`config.mk`:
```
export PLATFORM = sky130hd
export DESIGN_NAME = watchdog_config_word_decode
export DESIGN_NICKNAME = d
export VERILOG_FILES = /design/src/core/wdt_pkg.sv /design/src/core/wdt_cfg_decode.sv /design/src/core/watchdog_config_word_decode.sv
export VERILOG_INCLUDE_DIRS = /design/src /design/src/core
export SDC_FILE = /design/constraint.sdc
export NUM_CORES = 1
export LEC_CHECK = 0
export BUFFER_PORTS_ARGS = -buffer_cell sky130_fd_sc_hd__buf_2
export CORE_ASPECT_RATIO = 1.5
export CORE_MARGIN = 1
export CORE_UTILIZATION = 25
export CTS_CLUSTER_DIAMETER = 50
export DETAILED_ROUTE_END_ITERATION = 12
export PLACE_DENSITY = 0.49
export SYNTH_ARGS = -nofsm -noshare
export SYNTH_HDL_FRONTEND = slang
export SYNTH_HIERARCHICAL = 1
export SYNTH_SLANG_ARGS = --single-unit
```
`constraint.sdc`:
```
create_clock -name mclk -period 6.8 [get_ports mclk]
set_input_delay 1.36 -clock mclk [delete_from_list [all_inputs] [get_ports mclk]]
set_output_delay 1.36 -clock mclk [all_outputs]
set_load 0.1 [all_outputs]
```
`src/core/wdt_defines.svh`:
```
// Constants for the configuration-word watchdog: offsets, fields, resets.
// Assumes inclusion from the package and the design files by bare name.
`ifndef WDT_DEFINES_SVH
`define WDT_DEFINES_SVH

// ********************************************************************
// Register offsets (byte addresses on the plain register port)
// ********************************************************************
`define WDT_ADDR_W        8
`define WDT_OFF_CFG       8'h00
`define WDT_OFF_CTRL      8'h04
`define WDT_OFF_SERVICE   8'h08
`define WDT_OFF_STATUS    8'h0C
`define WDT_OFF_MASK      8'h10
`define WDT_OFF_COUNT     8'h14

// ********************************************************************
// Configuration word field positions
// ********************************************************************
`define WDT_WINSZ_HI      25
`define WDT_WINSZ_LO      24
`define WDT_EN_BIT        23
`define WDT_WDT_WINDOW_DISABLE_CFG_BIT    22
`define WDT_PS_HI         20
`define WDT_PS_LO         16
`define WDT_PS_MAX        5'h14

// ********************************************************************
// Status, control bits and reset values
// ********************************************************************
`define WDT_ST_TIMEOUT    0
`define WDT_ST_EARLY      1
`define WDT_CTRL_ON       0
`define WDT_CTRL_RUN      1
`define WDT_STATUS_RST    2'h0
`define WDT_MASK_RST      2'h0
`define WDT_CFG_RST       32'h0000_0000
`define WDT_SETTLE_LAST   2'h3

// ********************************************************************
// Timing
// ********************************************************************
`define WDT_BASE_CYCLES   100
`define WDT_TICK_W        21

`endif

```
`src/core/wdt_pkg.sv`:
```
// Types shared by the watchdog configuration decoder and its top module.
// Assumes wdt_defines.svh is on the include path.
package wdt_pkg;
  `include "wdt_defines.svh"

  // ******************************************************************
  // Enumerations
  // ******************************************************************
  typedef enum logic {PH_SAMPLE, PH_ACTIVE} phase_e;          // Fuse capture phase
  typedef enum logic [1:0] {WIN_75, WIN_50, WIN_37P5, WIN_25} win_size_e;

  // ******************************************************************
  // Carriers
  // ******************************************************************
  typedef struct packed {
    logic [`WDT_ADDR_W-1:0] addr;      // Byte address
    logic [31:0]            wdata;     // Write data
    logic                   wr;        // Write strobe
    logic                   rd;        // Read strobe
  } bus_req_s;

  typedef struct packed {
    logic                   enable;    // Run from reset, locked on
    logic                   windowed;  // Window mode selected
    win_size_e              win;       // Final window size
    logic [4:0]             ps;        // Effective postscale code
    logic [`WDT_TICK_W-1:0] period;    // Ticks per timeout
    logic [`WDT_TICK_W-1:0] open_at;   // First tick inside the window
  } wdt_cfg_s;

  typedef struct packed {
    logic [31:0]            sync1;     // Fuse synchroniser stages
    logic [31:0]            sync2;
    logic [31:0]            sync3;
    logic [1:0]             settle;    // Pipeline fill count
    phase_e                 phase;
    logic [31:0]            cfg_word;  // Captured configuration word
    logic                   ctrl_on;   // Software run request
    logic                   running;
    logic [15:0]            pre_cnt;   // Base clock divider
    logic [`WDT_TICK_W-1:0] tick_cnt;  // Postscaled tick count
    logic                   expire;    // Timeout event pulse
    logic [1:0]             status;    // Sticky events
    logic [1:0]             mask;      // Interrupt mask
    logic                   irq;
    logic [31:0]            rdata;
  } wdt_state_s;
endpackage

```
`src/core/wdt_cfg_decode.sv`:
```
// Pure decoder from the configuration word to watchdog settings.
// Assumes a stable word; output is combinational from its input.
`timescale 1ns/1ps
`include "wdt_defines.svh"

module wdt_cfg_decode (
  // Raw configuration word
  input  wire logic [31:0]      word,
  // Decoded settings
  output wdt_pkg::wdt_cfg_s     cfg
);
  import wdt_pkg::*;

  logic [4:0]             ps_raw;   // Code as programmed
  logic [`WDT_TICK_W-1:0] p;        // Period shorthand

  // ******************************************************************
  // Field decode
  // ******************************************************************
  always_comb begin
    cfg          = '0;
    cfg.enable   = word[`WDT_EN_BIT];
    cfg.windowed = ~word[`WDT_WDT_WINDOW_DISABLE_CFG_BIT];
    cfg.win      = win_size_e'(word[`WDT_WINSZ_HI:`WDT_WINSZ_LO]);
    ps_raw       = word[`WDT_PS_HI:`WDT_PS_LO];
    // Undefined codes behave as the largest ratio
    cfg.ps       = (ps_raw > `WDT_PS_MAX) ? `WDT_PS_MAX : ps_raw;
    p            = `WDT_TICK_W'(1) << cfg.ps;
    cfg.period   = p;
    // Window opens once the final fraction is reached
    unique case (cfg.win)
      WIN_25:   cfg.open_at = p - (p >> 2);
      WIN_37P5: cfg.open_at = p - (p >> 2) - (p >> 3);
      WIN_50:   cfg.open_at = p - (p >> 1);
      WIN_75:   cfg.open_at = p >> 2;
    endcase
  end
endmodule

```
`src/core/watchdog_config_word_decode.sv`:
```
// Watchdog timer steered by a nonvolatile configuration word.
// Assumes the fuse word is static after reset and comes from another
// domain; software uses the plain register port on mclk.
//
// Local design decisions: the register offsets and strobed register access.
`timescale 1ns/1ps
`include "wdt_defines.svh"

module watchdog_config_word_decode #(
  parameter int unsigned BASE_CYCLES = `WDT_BASE_CYCLES  // Clocks per base tick
) (
  // Clock and reset
  input  wire logic              mclk,
  input  wire logic              rst,
  // Fuse array
  input  wire logic [31:0]       fuse_word,
  // Register port
  input  wdt_pkg::bus_req_s      bus,
  output logic [31:0]            rdata,
  // Watchdog results
  output logic                   timeout_evt,
  output logic                   wdt_running,
  output logic                   irq
);
  import wdt_pkg::*;

  // ******************************************************************
  // Elaboration checks
  // ******************************************************************
  // The divider is 16 bits wide; a zero base count would never tick
  if (BASE_CYCLES < 1 || BASE_CYCLES > 65536) begin : g_bad_base
    $error("BASE_CYCLES must lie in 1..65536");
  end

  localparam logic [15:0] PRE_LAST = 16'(BASE_CYCLES - 1); // Divider wrap

  // ******************************************************************
  // Declarations
  // ******************************************************************
  wdt_state_s s_q;          // All state
  wdt_state_s s_d;          // Next state
  wdt_cfg_s   cfg;          // Decoded captured word
  logic       svc_wr;       // Software service request
  logic       ctrl_wr;      // Control write
  logic [1:0] set_ev;       // Events raised this cycle
  logic [1:0] status_clr;   // Status after software clear

  // Register map on the plain port, byte offsets:
  //   CFG     read-only copy of the captured word
  //   CTRL    bit 0 software run request, bit 1 running (read-only)
  //   SERVICE write a one to bit 0 to restart the period
  //   STATUS  bit 0 timeout, bit 1 early service, write one to clear
  //   MASK    interrupt enables, same layout as STATUS
  //   COUNT   postscaled tick count, read-only
  // Unmapped offsets read as zero and ignore writes, so a stray
  // access can never disturb the timer.

  // ******************************************************************
  // Configuration decoder
  // ******************************************************************
  wdt_cfg_decode u_decode (
    .word (s_q.cfg_word),
    .cfg  (cfg)
  );

  // Write decode shared by next-state logic and checks
  assign svc_wr  = bus.wr && (bus.addr == `WDT_OFF_SERVICE) && bus.wdata[0];
  assign ctrl_wr = bus.wr && (bus.addr == `WDT_OFF_CTRL);

  // ******************************************************************
  // Next-state logic
  // ******************************************************************
  always_comb begin
    s_d        = s_q;
    set_ev     = 2'h0;
    status_clr = s_q.status;
    // Three-stage synchroniser on the fuse word
    s_d.sync1  = fuse_word;
    s_d.sync2  = s_q.sync1;
    s_d.sync3  = s_q.sync2;
    s_d.expire = 1'b0;
    s_d.rdata  = 32'h0;

    // Fuse capture once the pipeline is full and stable
    // Waiting for two agreeing stages keeps a word that is still
    // settling at power-up from being frozen half-read
    unique case (s_q.phase)
      PH_SAMPLE: begin
        if (s_q.settle != `WDT_SETTLE_LAST) begin
          s_d.settle = s_q.settle + 2'h1;
        end else if (s_q.sync2 == s_q.sync3) begin
          s_d.cfg_word = s_q.sync3;
          s_d.phase    = PH_ACTIVE;
        end
      end
      PH_ACTIVE: begin
        // Word is frozen until the next reset
      end
    endcase

    // Register writes
    if (bus.wr) begin
      unique case (bus.addr)
        `WDT_OFF_CTRL:   s_d.ctrl_on = bus.wdata[`WDT_CTRL_ON];
        `WDT_OFF_STATUS: status_clr  = s_q.status & ~bus.wdata[1:0];
        `WDT_OFF_MASK:   s_d.mask    = bus.wdata[1:0];
        default: begin
          // Config, service, count and holes take no stored value
        end
      endcase
    end

    // Register reads, data in the following cycle only
    if (bus.rd) begin
      unique case (bus.addr)
        `WDT_OFF_CFG:    s_d.rdata = s_q.cfg_word;
        `WDT_OFF_CTRL:   s_d.rdata = {30'h0, s_q.running, s_q.ctrl_on};
        `WDT_OFF_STATUS: s_d.rdata = {30'h0, s_q.status};
        `WDT_OFF_MASK:   s_d.rdata = {30'h0, s_q.mask};
        `WDT_OFF_COUNT:  s_d.rdata = {11'h0, s_q.tick_cnt};
        default:         s_d.rdata = 32'h0;
      endcase
    end

    // The fuse enable overrides any software off request
    s_d.running = (s_q.phase == PH_ACTIVE) && (cfg.enable || s_d.ctrl_on);

    // Counting and service
    if (!s_q.running) begin
      // Stopped: hold at zero so a start begins a full period
      s_d.pre_cnt  = 16'h0;
      s_d.tick_cnt = '0;
    end else if (svc_wr && cfg.windowed && (s_q.tick_cnt < cfg.open_at)) begin
      // Too-early service counts as a fault, same effect as timeout
      set_ev[`WDT_ST_EARLY] = 1'b1;
      s_d.expire   = 1'b1;
      s_d.pre_cnt  = 16'h0;
      s_d.tick_cnt = '0;
    end else if (svc_wr) begin
      // Legal service restarts the period
      s_d.pre_cnt  = 16'h0;
      s_d.tick_cnt = '0;
    end else if (s_q.pre_cnt == PRE_LAST) begin
      s_d.pre_cnt = 16'h0;
      if (s_q.tick_cnt == cfg.period - `WDT_TICK_W'(1)) begin
        // Base count times ratio has elapsed
        set_ev[`WDT_ST_TIMEOUT] = 1'b1;
        s_d.expire   = 1'b1;
        s_d.tick_cnt = '0;
      end else begin
        s_d.tick_cnt = s_q.tick_cnt + `WDT_TICK_W'(1);
      end
    end else begin
      s_d.pre_cnt = s_q.pre_cnt + 16'h1;
    end

    // A new event wins over a clear in the same cycle
    s_d.status = status_clr | set_ev;
    s_d.irq    = |(s_d.status & s_d.mask);
  end

  // ******************************************************************
  // State register
  // ******************************************************************
  always_ff @(posedge mclk or posedge rst) begin
    if (rst) begin
      s_q          <= '0;
      s_q.phase    <= PH_SAMPLE;
      s_q.cfg_word <= `WDT_CFG_RST;
      s_q.status   <= `WDT_STATUS_RST;
      s_q.mask     <= `WDT_MASK_RST;
    end else begin
      s_q <= s_d;
    end
  end

  // ******************************************************************
  // Outputs, all from flip-flops
  // ******************************************************************
  // Registered outputs keep glitches off the interrupt line and
  // off the event pulse seen by the reset logic outside
  assign rdata       = s_q.rdata;
  assign timeout_evt = s_q.expire;
  assign wdt_running = s_q.running;
  assign irq         = s_q.irq;

  // Shorthands for the checks
  logic       active;      // Word captured
  logic [4:0] ps_word;     // Programmed code
  assign active  = (s_q.phase == PH_ACTIVE);
  assign ps_word = s_q.cfg_word[`WDT_PS_HI:`WDT_PS_LO];
  logic       early_now;   // Early service this cycle
  logic       end_now;     // Period end this cycle
  assign early_now = s_q.running && svc_wr && cfg.windowed && (s_q.tick_cnt < cfg.open_at);
  assign end_now   = s_q.running && !svc_wr && (s_q.pre_cnt == PRE_LAST) &&
                     (s_q.tick_cnt == cfg.period - `WDT_TICK_W'(1));
endmodule

```
==> results of run 1 <==
[worst max-delay path, delay by kind of cell (launching register included)]
kind	cells	cell delay [ns]
flip-flops	1	0.50
XOR/XNOR	1	0.23
buffers and inverters	3	0.22
AND/OR/NAND/NOR	4	0.68
multiplexers	1	0.27
adder cells (fa/ha/maj)	4	1.15
AO/OA/AOI/OAI	16	3.19
[state kept, by name, summed over array words and instances, names as in the netlist]
register and count:
irq 1, wdt_running 1, s_q 103, ps_word 5, active 1, timeout_evt 1, rdata 32, s_d 64
[worst max path at each step]
stage,end,slack [ns],cells past startpoint
6_report,irq$_DFF_PP0_,0.47,29
5_1_grt,irq$_DFF_PP0_,0.03,29
4_1_cts,irq$_DFF_PP0_,0.32,29
3_5_place_dp,irq$_DFF_PP0_,0.36,29
3_3_place_gp,irq$_DFF_PP0_,0.41,29
2_1_floorplan,irq$_DFF_PP0_,0.81,29
[per-layer routing]
metal | vias to the layer above | routed length [um] | part of all wire, % | GRT usage, %
li1 | 4473 | - | - | -
met1 | 4630 | 12920 | 39 | 14.65
met2 | 180 | 17750 | 53 | 24.80
met3 | 68 | 797 | 2.4 | 1.027
met4 | 0 | 1899 | 5.7 | 8.010
met5 | - | 0 | 0 | 0
[power by group]
group	switching (mW)	total, mW	leakage [nW]	internal (mW)
combinational	0.0407	0.0666	3.56	0.0260
sequential	0.0162	1.28	2.67	1.27
clock	0.465	1.16	0.342	0.697
[cells in the final DEF, fill, tap and decap left out, types with 15 or more instances in the layout]
cell type and instances:
a21o_1 30, a21oi_1 41, a22o_1 20, and2_1 19, and3_1 17, buf_2 80
buf_4 55, clkbuf_16 21, dfrtp_1 207, ha_1 81, inv_1 61, mux2_2 42
nand2_1 65, nand3_1 36, nand4_1 30, nor2_1 80, nor3_1 33, o21ai_0 15
xnor2_1 80, xor2_1 53
[area by class of cell]
type / instances / area [um^2]
fillers: 5252 / 35080
repair buffers: 136 / 833.3
clock buffers: 28 / 601.8
multi-input cells: 863 / 6664
inverters: 62 / 236.5
clock inverters: 7 / 98.84
well taps: 663 / 829.5
flip-flops and latches: 208 / 5206
[stage by stage]
step | instance area, um^2 | power [mW] | hold slack (ns) | setup WS [ns]
4_1_cts | 14460 | 2.554 | 0.3484 | 0.3248
3_5_place_dp | 13760 | 1.378 | 0.3347 | 0.3557
3_3_place_gp | 13760 | 1.376 | 0.3317 | 0.4058
5_1_grt | 14470 | 2.610 | 0.3542 | 0.02579
2_1_floorplan | 12540 | 1.345 | 0.3312 | 0.8056
6_report | 14470 | 2.513 | 0.3456 | 0.4738
[timing repair]
item | 4_1_cts | 5_1_grt
hold endpoints to repair | 0 | 0
hold buffers | 0 | 0
setup buffers | 0 | 0
endpoints found under the setup margin | 0 | 3
resized for setup | 0 | 4
==> impl_metrics.ini, run 1 <==
[clock_network]
root_buffer = clkbuf_16
cts_buffers = 20
clock_sinks = 208
clk_path_buf_depth = 3
cts_tree = built
clk_pin_slew_ns = 0.07
ctsHtreeMaxLevel = 1
worstSkewPairLatency_ns = 0.51

[final_layout]
final_nets = 1451
diodes = 0
syn2layout_area_growth_pct = 15.38
final_layout_size_suffix_gt1_share_pct = 19.86
final_core_util_pct = 29.20
finalNonFillerCells = 1967

[grt]
grt_pass1_wl_um = 53350
antenna_found_initial = 0
grt_pass1_vias = 9674
grt-ovfl-total = 0
grtUsageTotal_pct = 13.41
grt_max_degree = 162

[timing]
worst_slew_pin_slew_ns = 1.015
finalHoldViolCount = 0
setup_violations = 0
drv_slew = 0
fmax_ghz = 0.1581
finClkSkew_ns = 0.02135
final.period_utilization_pct = 93.03
relSlewSlack_pct = 32.19
rsz0062_at_grt = no
finalCriticalPeriod_ns = 6.326
finalSetupTns_ns = 0

[die]
design.die.area_um2 = 51080
die-height_um = 276.3
core-area_um2 = 49550
start_util_pct = 25.31
io_pins = 111
chipWidth_um = 184.9
rows = 100

[worst_setup_path]
crit_fanout = 9
reg2reg_to = irq$_DFF_PP0_
ff2ff_path_depth = 29
ff2ff_setup_slack_ns = 0.47
crit_path_top_delay_cell = dfrtp_1
crit_type = reg -> reg
regToRegStartpoint = ps_word[3]$_DFFE_PP0P_
cp.arrival_ns = 6.75
start_kind = register
endpoint_kind = register
cpPeakStageDelay_ns = 0.50
required_ns = 7.22
crit_start = ps_word[3]$_DFFE_PP0P_

[detailed_routing]
drc = 0
via_per_inst = 4.754
detail-route-antenna-nets = 0
dr.pass1.iters = 5
totalWireLength_um = 33360
avgRoutedWirePerCell_um = 16.96
drtIter0Drc = 402
num_vias = 9351

[min_path]
hold_class = reg -> reg
hold_depth = 0
holdPathEnd = s_d[114]$_DFF_PP0_
hp-start = s_d[146]$_DFF_PP0_

[power]
power.leakage_nw = 6.567
power_density_nw_per_um2 = 173.6
ir_drop_mv = 0.1988

[run_status]
status = finished clean

[synth]
avgSynthCellArea_um2 = 10.41
yosysWarningCount = 6
synth_area_um2 = 12540
synth_nets = 1365
synthCells = 1205

[placed_design]
globalplace.congestion = 0.8876
port_buffers = 80
hpwl_um = 25970
dpl.cell_count = 1932

[run]
maxCapViolations = 0
No activity file was read; power rests on OpenSTA's default activity.
==> run 2, diff against run 1 <==
--- a/config.mk
+++ b/config.mk
@@ -15,5 +15,4 @@
 export PLACE_DENSITY = 0.49
 export SYNTH_ARGS = -nofsm -noshare
 export SYNTH_HDL_FRONTEND = slang
-export SYNTH_HIERARCHICAL = 1
 export SYNTH_SLANG_ARGS = --single-unit
==> impl_metrics.ini, run 2 <==
[timing]
worst_slew_pin_slew_ns = 1.052
finalSetupTns_ns = 0
rsz0062_at_grt = no
final.period_utilization_pct = 93.32
fmax_ghz = 0.1576
finalCriticalPeriod_ns = 6.346
finClkSkew_ns = 0.01518
relSlewSlack_pct = 29.70
setup_slack_ns = 0.4542
setup_violations = 0
drv_slew = 0
finalHoldViolCount = 0

[die]
design.die.area_um2 = 51810
io_pins = 111
rows = 100
core-area_um2 = 49920
chipWidth_um = 186.2
die-height_um = 278.3
start_util_pct = 25.48

[synth]
ys_seq_area_share_pct = 40.92
avgSynthCellArea_um2 = 10.25
synth-edff-count = 0
yosys-top-cells-count = dfrtp_1, ha_1, xnor2_1, nor2_1, nand2_1
synthCells = 1241
synth_cell_types = 79
ys.flop_type = dfrtp_1
yosysWarningCount = 0
synth_seq_cells = 208
synth_top_cell_by_area = dfrtp_1
synth_top_area_share_pct = 40.92
async_reset_ff_share_pct = 100.0
synth_area_um2 = 12720
yosys.cell_count.top_type = dfrtp_1
synth_area_leaders = dfrtp_1, ha_1, xnor2_1
synth_nets = 1428

[clock_network]
clk_path_buf_depth = 3
worstSkewPairLatency_ns = 0.50
ctsHtreeMaxLevel = 1
cts_buffers = 19
cts_tree = built
root_buffer = clkbuf_16
clk_pin_slew_ns = 0.07
clock_sinks = 208

[power]
power.leakage_nw = 6.841
power_density_nw_per_um2 = 161.5
power_mw = 2.351
ir_drop_mv = 0.1919

[min_path]
hold_depth = 0
holdPathEnd = s_d[138]$_DFF_PP0_
hold_class = reg -> reg
hp-start = s_d[170]$_DFF_PP0_

[worst_setup_path]
crit_fanout = 10
crit_type = reg -> reg
ff2ff_path_depth = 27
crit_start = ps_word[2]$_DFFE_PP0P_
cp.arrival_ns = 6.72
reg2reg_to = irq$_DFF_PP0_
crit_path_top_delay_cell = dfrtp_2
start_kind = register
cpPeakStageDelay_ns = 0.51
regToRegStartpoint = ps_word[2]$_DFFE_PP0P_
ff2ff_setup_slack_ns = 0.45
required_ns = 7.18
endpoint_kind = register

[final_layout]
final_core_util_pct = 29.16
fillerInstances = 5228
diodes = 0
final_common_cell = dfrtp_1
final_nets = 1511
largest_reg_flops = 103
multiInputGateArea_um2 = 6915
top_register = s_q
syn2layout_area_growth_pct = 14.44
final_layout_size_suffix_gt1_share_pct = 18.11
final_cell_mix = dfrtp_1, ha_1, xnor2_1, buf_2, nor2_1
seq_area_um2 = 5210

[detailed_routing]
drc = 0
totalWireLength_um = 32350
via_per_inst = 4.627
avgRoutedWirePerCell_um = 16.19
drtIter0Drc = 414
detail-route-antenna-nets = 0
dr.pass1.iters = 4
num_vias = 9250

[grt]
grt_max_degree = 110
grt_pass1_wl_um = 52880
grt_pass1_vias = 9866
antenna_found_initial = 0
grtUsageTotal_pct = 13.03
grt-ovfl-total = 0

[run]
maxCapViolations = 0

[placed_design]
globalplace.congestion = 0.8405
hpwl_um = 25070
port_buffers = 80
pre_cts_ws_ns = 0.1592

[run_status]
status = finished clean
[run 2: critical path, delay by kind of cell (launching register included)]
| family | cells | cell delay, ns |
|---|---|---|
| AOI/OAI and AO/OA | 14 | 2.99 |
| xor gates and xnor gates | 1 | 0.20 |
| adders and majority gates | 3 | 0.93 |
| buffers and inverters | 4 | 0.60 |
| DFF | 1 | 0.51 |
| muxes | 1 | 0.24 |
| and+or+nand+nor | 4 | 0.77 |
[run 2: cell type report]
type                            count  area share, %
Multi-Input combinational cell    904          47.50
Clock inverter                      8         0.4383
Sequential cell                   208          35.79
Timing Repair Buffer              130          5.415
Clock buffer                       25          3.558
Tap cell                          663          5.698
Inverter                           61          1.599
[run 2: report_power, final]
group	total, mW	internal [mW]	switching [mW]	leakage, nW
logic	0.0651	0.0260	0.0390	3.89
registers	1.28	1.27	0.0158	2.67
clock network	1.00	0.545	0.459	0.281
total	2.35	1.84	0.513	6.84
[run 2: timing repair]
item,4_1_cts,5_1_grt
endpoints found under the setup margin,0,3
hold buffers,0,0
gates resized for setup,0,10
buffers inserted,0,3
[run 2: per-stage QoR]
step / hold WS, ns / cell area, um^2 / instances
after floorplan: 0.3312 / 12720 / 1241
after global placement: 0.3323 / 13930 / 1963
after detailed placement: 0.3347 / 13930 / 1963
after CTS: 0.3504 / 14510 / 1996
after global routing: 0.3515 / 14560 / 1999
final: 0.3446 / 14560 / 1999
[run 2: cells by family after synthesis]
family	synth area share (%)
adder cells (fa/ha/maj)	11.09
AND/OR/NAND/NOR	14.40
AO/OA/AOI/OAI	14.26
XOR/XNOR	8.891
multiplexers	5.331
buffers and inverters	5.105
flip-flops	40.92
[run 2: worst max-delay path by stage]
stage	to	slack (ns)	cells past startpoint
floorplan	irq$_DFF_PP0_	1.20	27
global placement	irq$_DFF_PP0_	0.23	26
detailed placement	irq$_DFF_PP0_	0.16	26
CTS	irq$_DFF_PP0_	0.11	26
global route	irq$_DFF_PP0_	0.02	27
finish	irq$_DFF_PP0_	0.45	27
[run 2: routing by layer]
metal  wire [um]  vias to the layer above  global-route usage, %
li1            -                     4529                      -
met3         545                       52                 0.9160
met5           0                        -                      0
met1       12760                     4535                  14.29
met2       17860                      134                  25.27
met4        1190                        0                  5.233
==> run 3, diff against run 2 <==
--- a/config.mk
+++ b/config.mk
@@ -6,6 +6,7 @@
 export SDC_FILE = /design/constraint.sdc
 export NUM_CORES = 1
 export LEC_CHECK = 0
+export ABC_AREA = 1
 export BUFFER_PORTS_ARGS = -buffer_cell sky130_fd_sc_hd__buf_2
 export CORE_ASPECT_RATIO = 1.5
 export CORE_MARGIN = 1
==> impl_metrics.ini, run 3 <==
[run_status]
status = finished clean

[grt]
grt_max_degree = 177
antenna_found_initial = 0
grt_pass1_wl_um = 63510
grt_pass1_vias = 11637
grtUsageTotal_pct = 14.97
grt-ovfl-total = 0

[final_layout]
final_cell_mix = nand2_1, inv_1, dfrtp_1, nor2_1, a21oi_1
final_layout_size_suffix_gt1_share_pct = 13.91
syn2layout_area_growth_pct = 16.16
final_common_cell = nand2_1
largest_reg_flops = 103
top_register = s_q
fillerInstances = 5648
design_area_um2 = 15640
final_nets = 2015

[timing]
drv_slew = 0
finalHoldViolCount = 0
relSlewSlack_pct = 24.24
worst_slew_pin_slew_ns = 1.133
finalSetupTns_ns = 0
setup_violations = 0
fmax_ghz = 0.1599
rsz0062_at_grt = no
final.period_utilization_pct = 91.96
finalCriticalPeriod_ns = 6.254
whs_ns = 0.3463
finClkSkew_ns = 0.01823

[die]
core-area_um2 = 52970
chipWidth_um = 191.5
design.die.area_um2 = 54800
die-height_um = 286.2
rows = 103
io_pins = 111
start_util_pct = 25.42

[clock_network]
cts_tree = built
root_buffer = clkbuf_16
cts_hold_buf = 0
clk_pin_slew_ns = 0.06
cts_buffers = 20
worstSkewPairLatency_ns = 0.52
clock_sinks = 208
ctsHtreeMaxLevel = 1
clk_path_buf_depth = 3

[power]
power.switching_mw = 0.5678
ir_drop_mv = 0.2300
power_density_nw_per_um2 = 159.9
power.leakage_nw = 8.080
switching_share_pct = 22.70
pwr-share-seq_pct = 51.3
p_int_mw = 1.933
clkPwrFrac_pct = 46.0
power_frac_comb_pct = 2.7

[worst_setup_path]
crit_path_top_delay_cell = dfrtp_2
endpoint_kind = register
crit_fanout = 6
cp_common_cell = nand2_1
cp.arrival_ns = 6.65
start_kind = register
cpPeakStageDelay_ns = 0.48
crit_type = reg -> reg
required_ns = 7.19

[synth]
async_reset_ff_share_pct = 100.0
synth_area_um2 = 13460
synth-edff-count = 0
yosys-top-cells-count = nand2_1, inv_1, dfrtp_1, nor2_1, a21oi_1
synth_seq_cells = 208
synth_cell_types = 48
synth_top_cell_by_area = dfrtp_1
synth_area_leaders = dfrtp_1, ha_1, nand2_1
avgSynthCellArea_um2 = 7.863
synthCells = 1712
synth_nets = 1899
ys.flop_type = dfrtp_1
yosys.cell_count.top_type = nand2_1
yosysWarningCount = 0
synth_top_area_share_pct = 38.67
ys_seq_area_share_pct = 38.67

[placed_design]
hpwl_um = 32850
port_buffers = 80
placed_area_um2 = 14900
globalplace.congestion = 0.9290

[detailed_routing]
detail-route-antenna-nets = 0
via_per_inst = 4.604
dr.pass1.iters = 5
drtIter0Drc = 713
drc = 0
totalWireLength_um = 40690
num_vias = 11621
avgRoutedWirePerCell_um = 16.12

[min_path]
hold_class = reg -> reg

[run]
maxCapViolations = 0
run 3: power groups by stage:
| stage | combinational, mW | clock, mW | sequential (mW) |
|---|---|---|---|
| 2_1_floorplan | 0.0401 | 0 | 1.31 |
| 3_3_place_gp | 0.0703 | 0 | 1.31 |
| 3_5_place_dp | 0.0714 | 0 | 1.31 |
| 4_1_cts | 0.0717 | 1.19 | 1.28 |
| 5_1_grt | 0.0786 | 1.24 | 1.29 |
| 6_report | 0.0683 | 1.15 | 1.28 |
run 3: final cells by class:
type / instances / area, um^2 / area share (%)
multi-input combinational: 1203 / 7009 / 44.82
sequential: 208 / 5207 / 33.30
timing repair buffer: 155 / 975.9 / 6.241
inverter: 240 / 904.6 / 5.785
tap: 682 / 853.3 / 5.457
clock buffer: 22 / 518.0 / 3.313
clock inverter: 13 / 166.4 / 1.064
antenna: 1 / 2.502 / 0.01600
run 3: worst paths after layout:
kind                                        start                endpoint  slack [ns]  depth (start not counted)
max in group asynchronous                     rst  ps_word[2]$_DFFE_PP0P_        4.35                          3
setup / recovery           ps_word[2]$_DFFE_PP0P_           irq$_DFF_PP0_        0.55                         37
setup reg to reg           ps_word[2]$_DFFE_PP0P_           irq$_DFF_PP0_        0.55                         37
hold reg to reg                s_d[157]$_DFF_PP0_      s_d[125]$_DFF_PP0_        0.35                          0
min in group asynchronous                     rst       s_q[68]$_DFF_PP0_        0.99                          2
hold / removal                 s_d[157]$_DFF_PP0_      s_d[125]$_DFF_PP0_        0.35                          0
run 3: critical path, delay by kind of cell (launching register included):
kind | cells | cell delay [ns]
fa+ha+maj | 3 | 0.98
simple gates | 22 | 2.90
xor+xnor | 1 | 0.15
buf+inv | 5 | 0.52
compound gates | 6 | 1.10
flops | 1 | 0.48
run 3: cells by family (layout without fill, tap and decap cells):
logic type / Yosys count / in the layout / share of synthesized area [%]
AND/OR/NAND/NOR: 720 / 720 / 23.70
buffers and inverters: 301 / 430 / 9.536
AO/OA/AOI/OAI: 299 / 299 / 12.85
flip-flops: 208 / 208 / 38.67
adder cells (fa/ha/maj): 111 / 111 / 10.48
XOR/XNOR: 72 / 72 / 4.684
multiplexers: 1 / 1 / 0.08364
other: 0 / 1 / 0
run 3: timing repair:
item | CTS | global route
setup endpoints to repair | 0 | 3
gates resized for setup | 0 | 12
setup buffers | 0 | 2
run 3: through the flow:
step	utilization (%)	total power [mW]	worst slack [ns]	instances
6_report	29.52	2.501	0.5465	2524
5_1_grt	29.52	2.600	0.001785	2523
4_1_cts	29.42	2.548	0.1164	2521
3_5_place_dp	28.12	1.378	0.1837	2486
3_3_place_gp	28.12	1.376	0.1581	2486
2_1_floorplan	-	1.345	1.275	1712
run 3: metal layers:
metal	GRT usage, %	routed length, um
met1	15.93	15640
met2	29.28	22170
met3	0.7582	818
met4	7.520	2068
met5	0	0
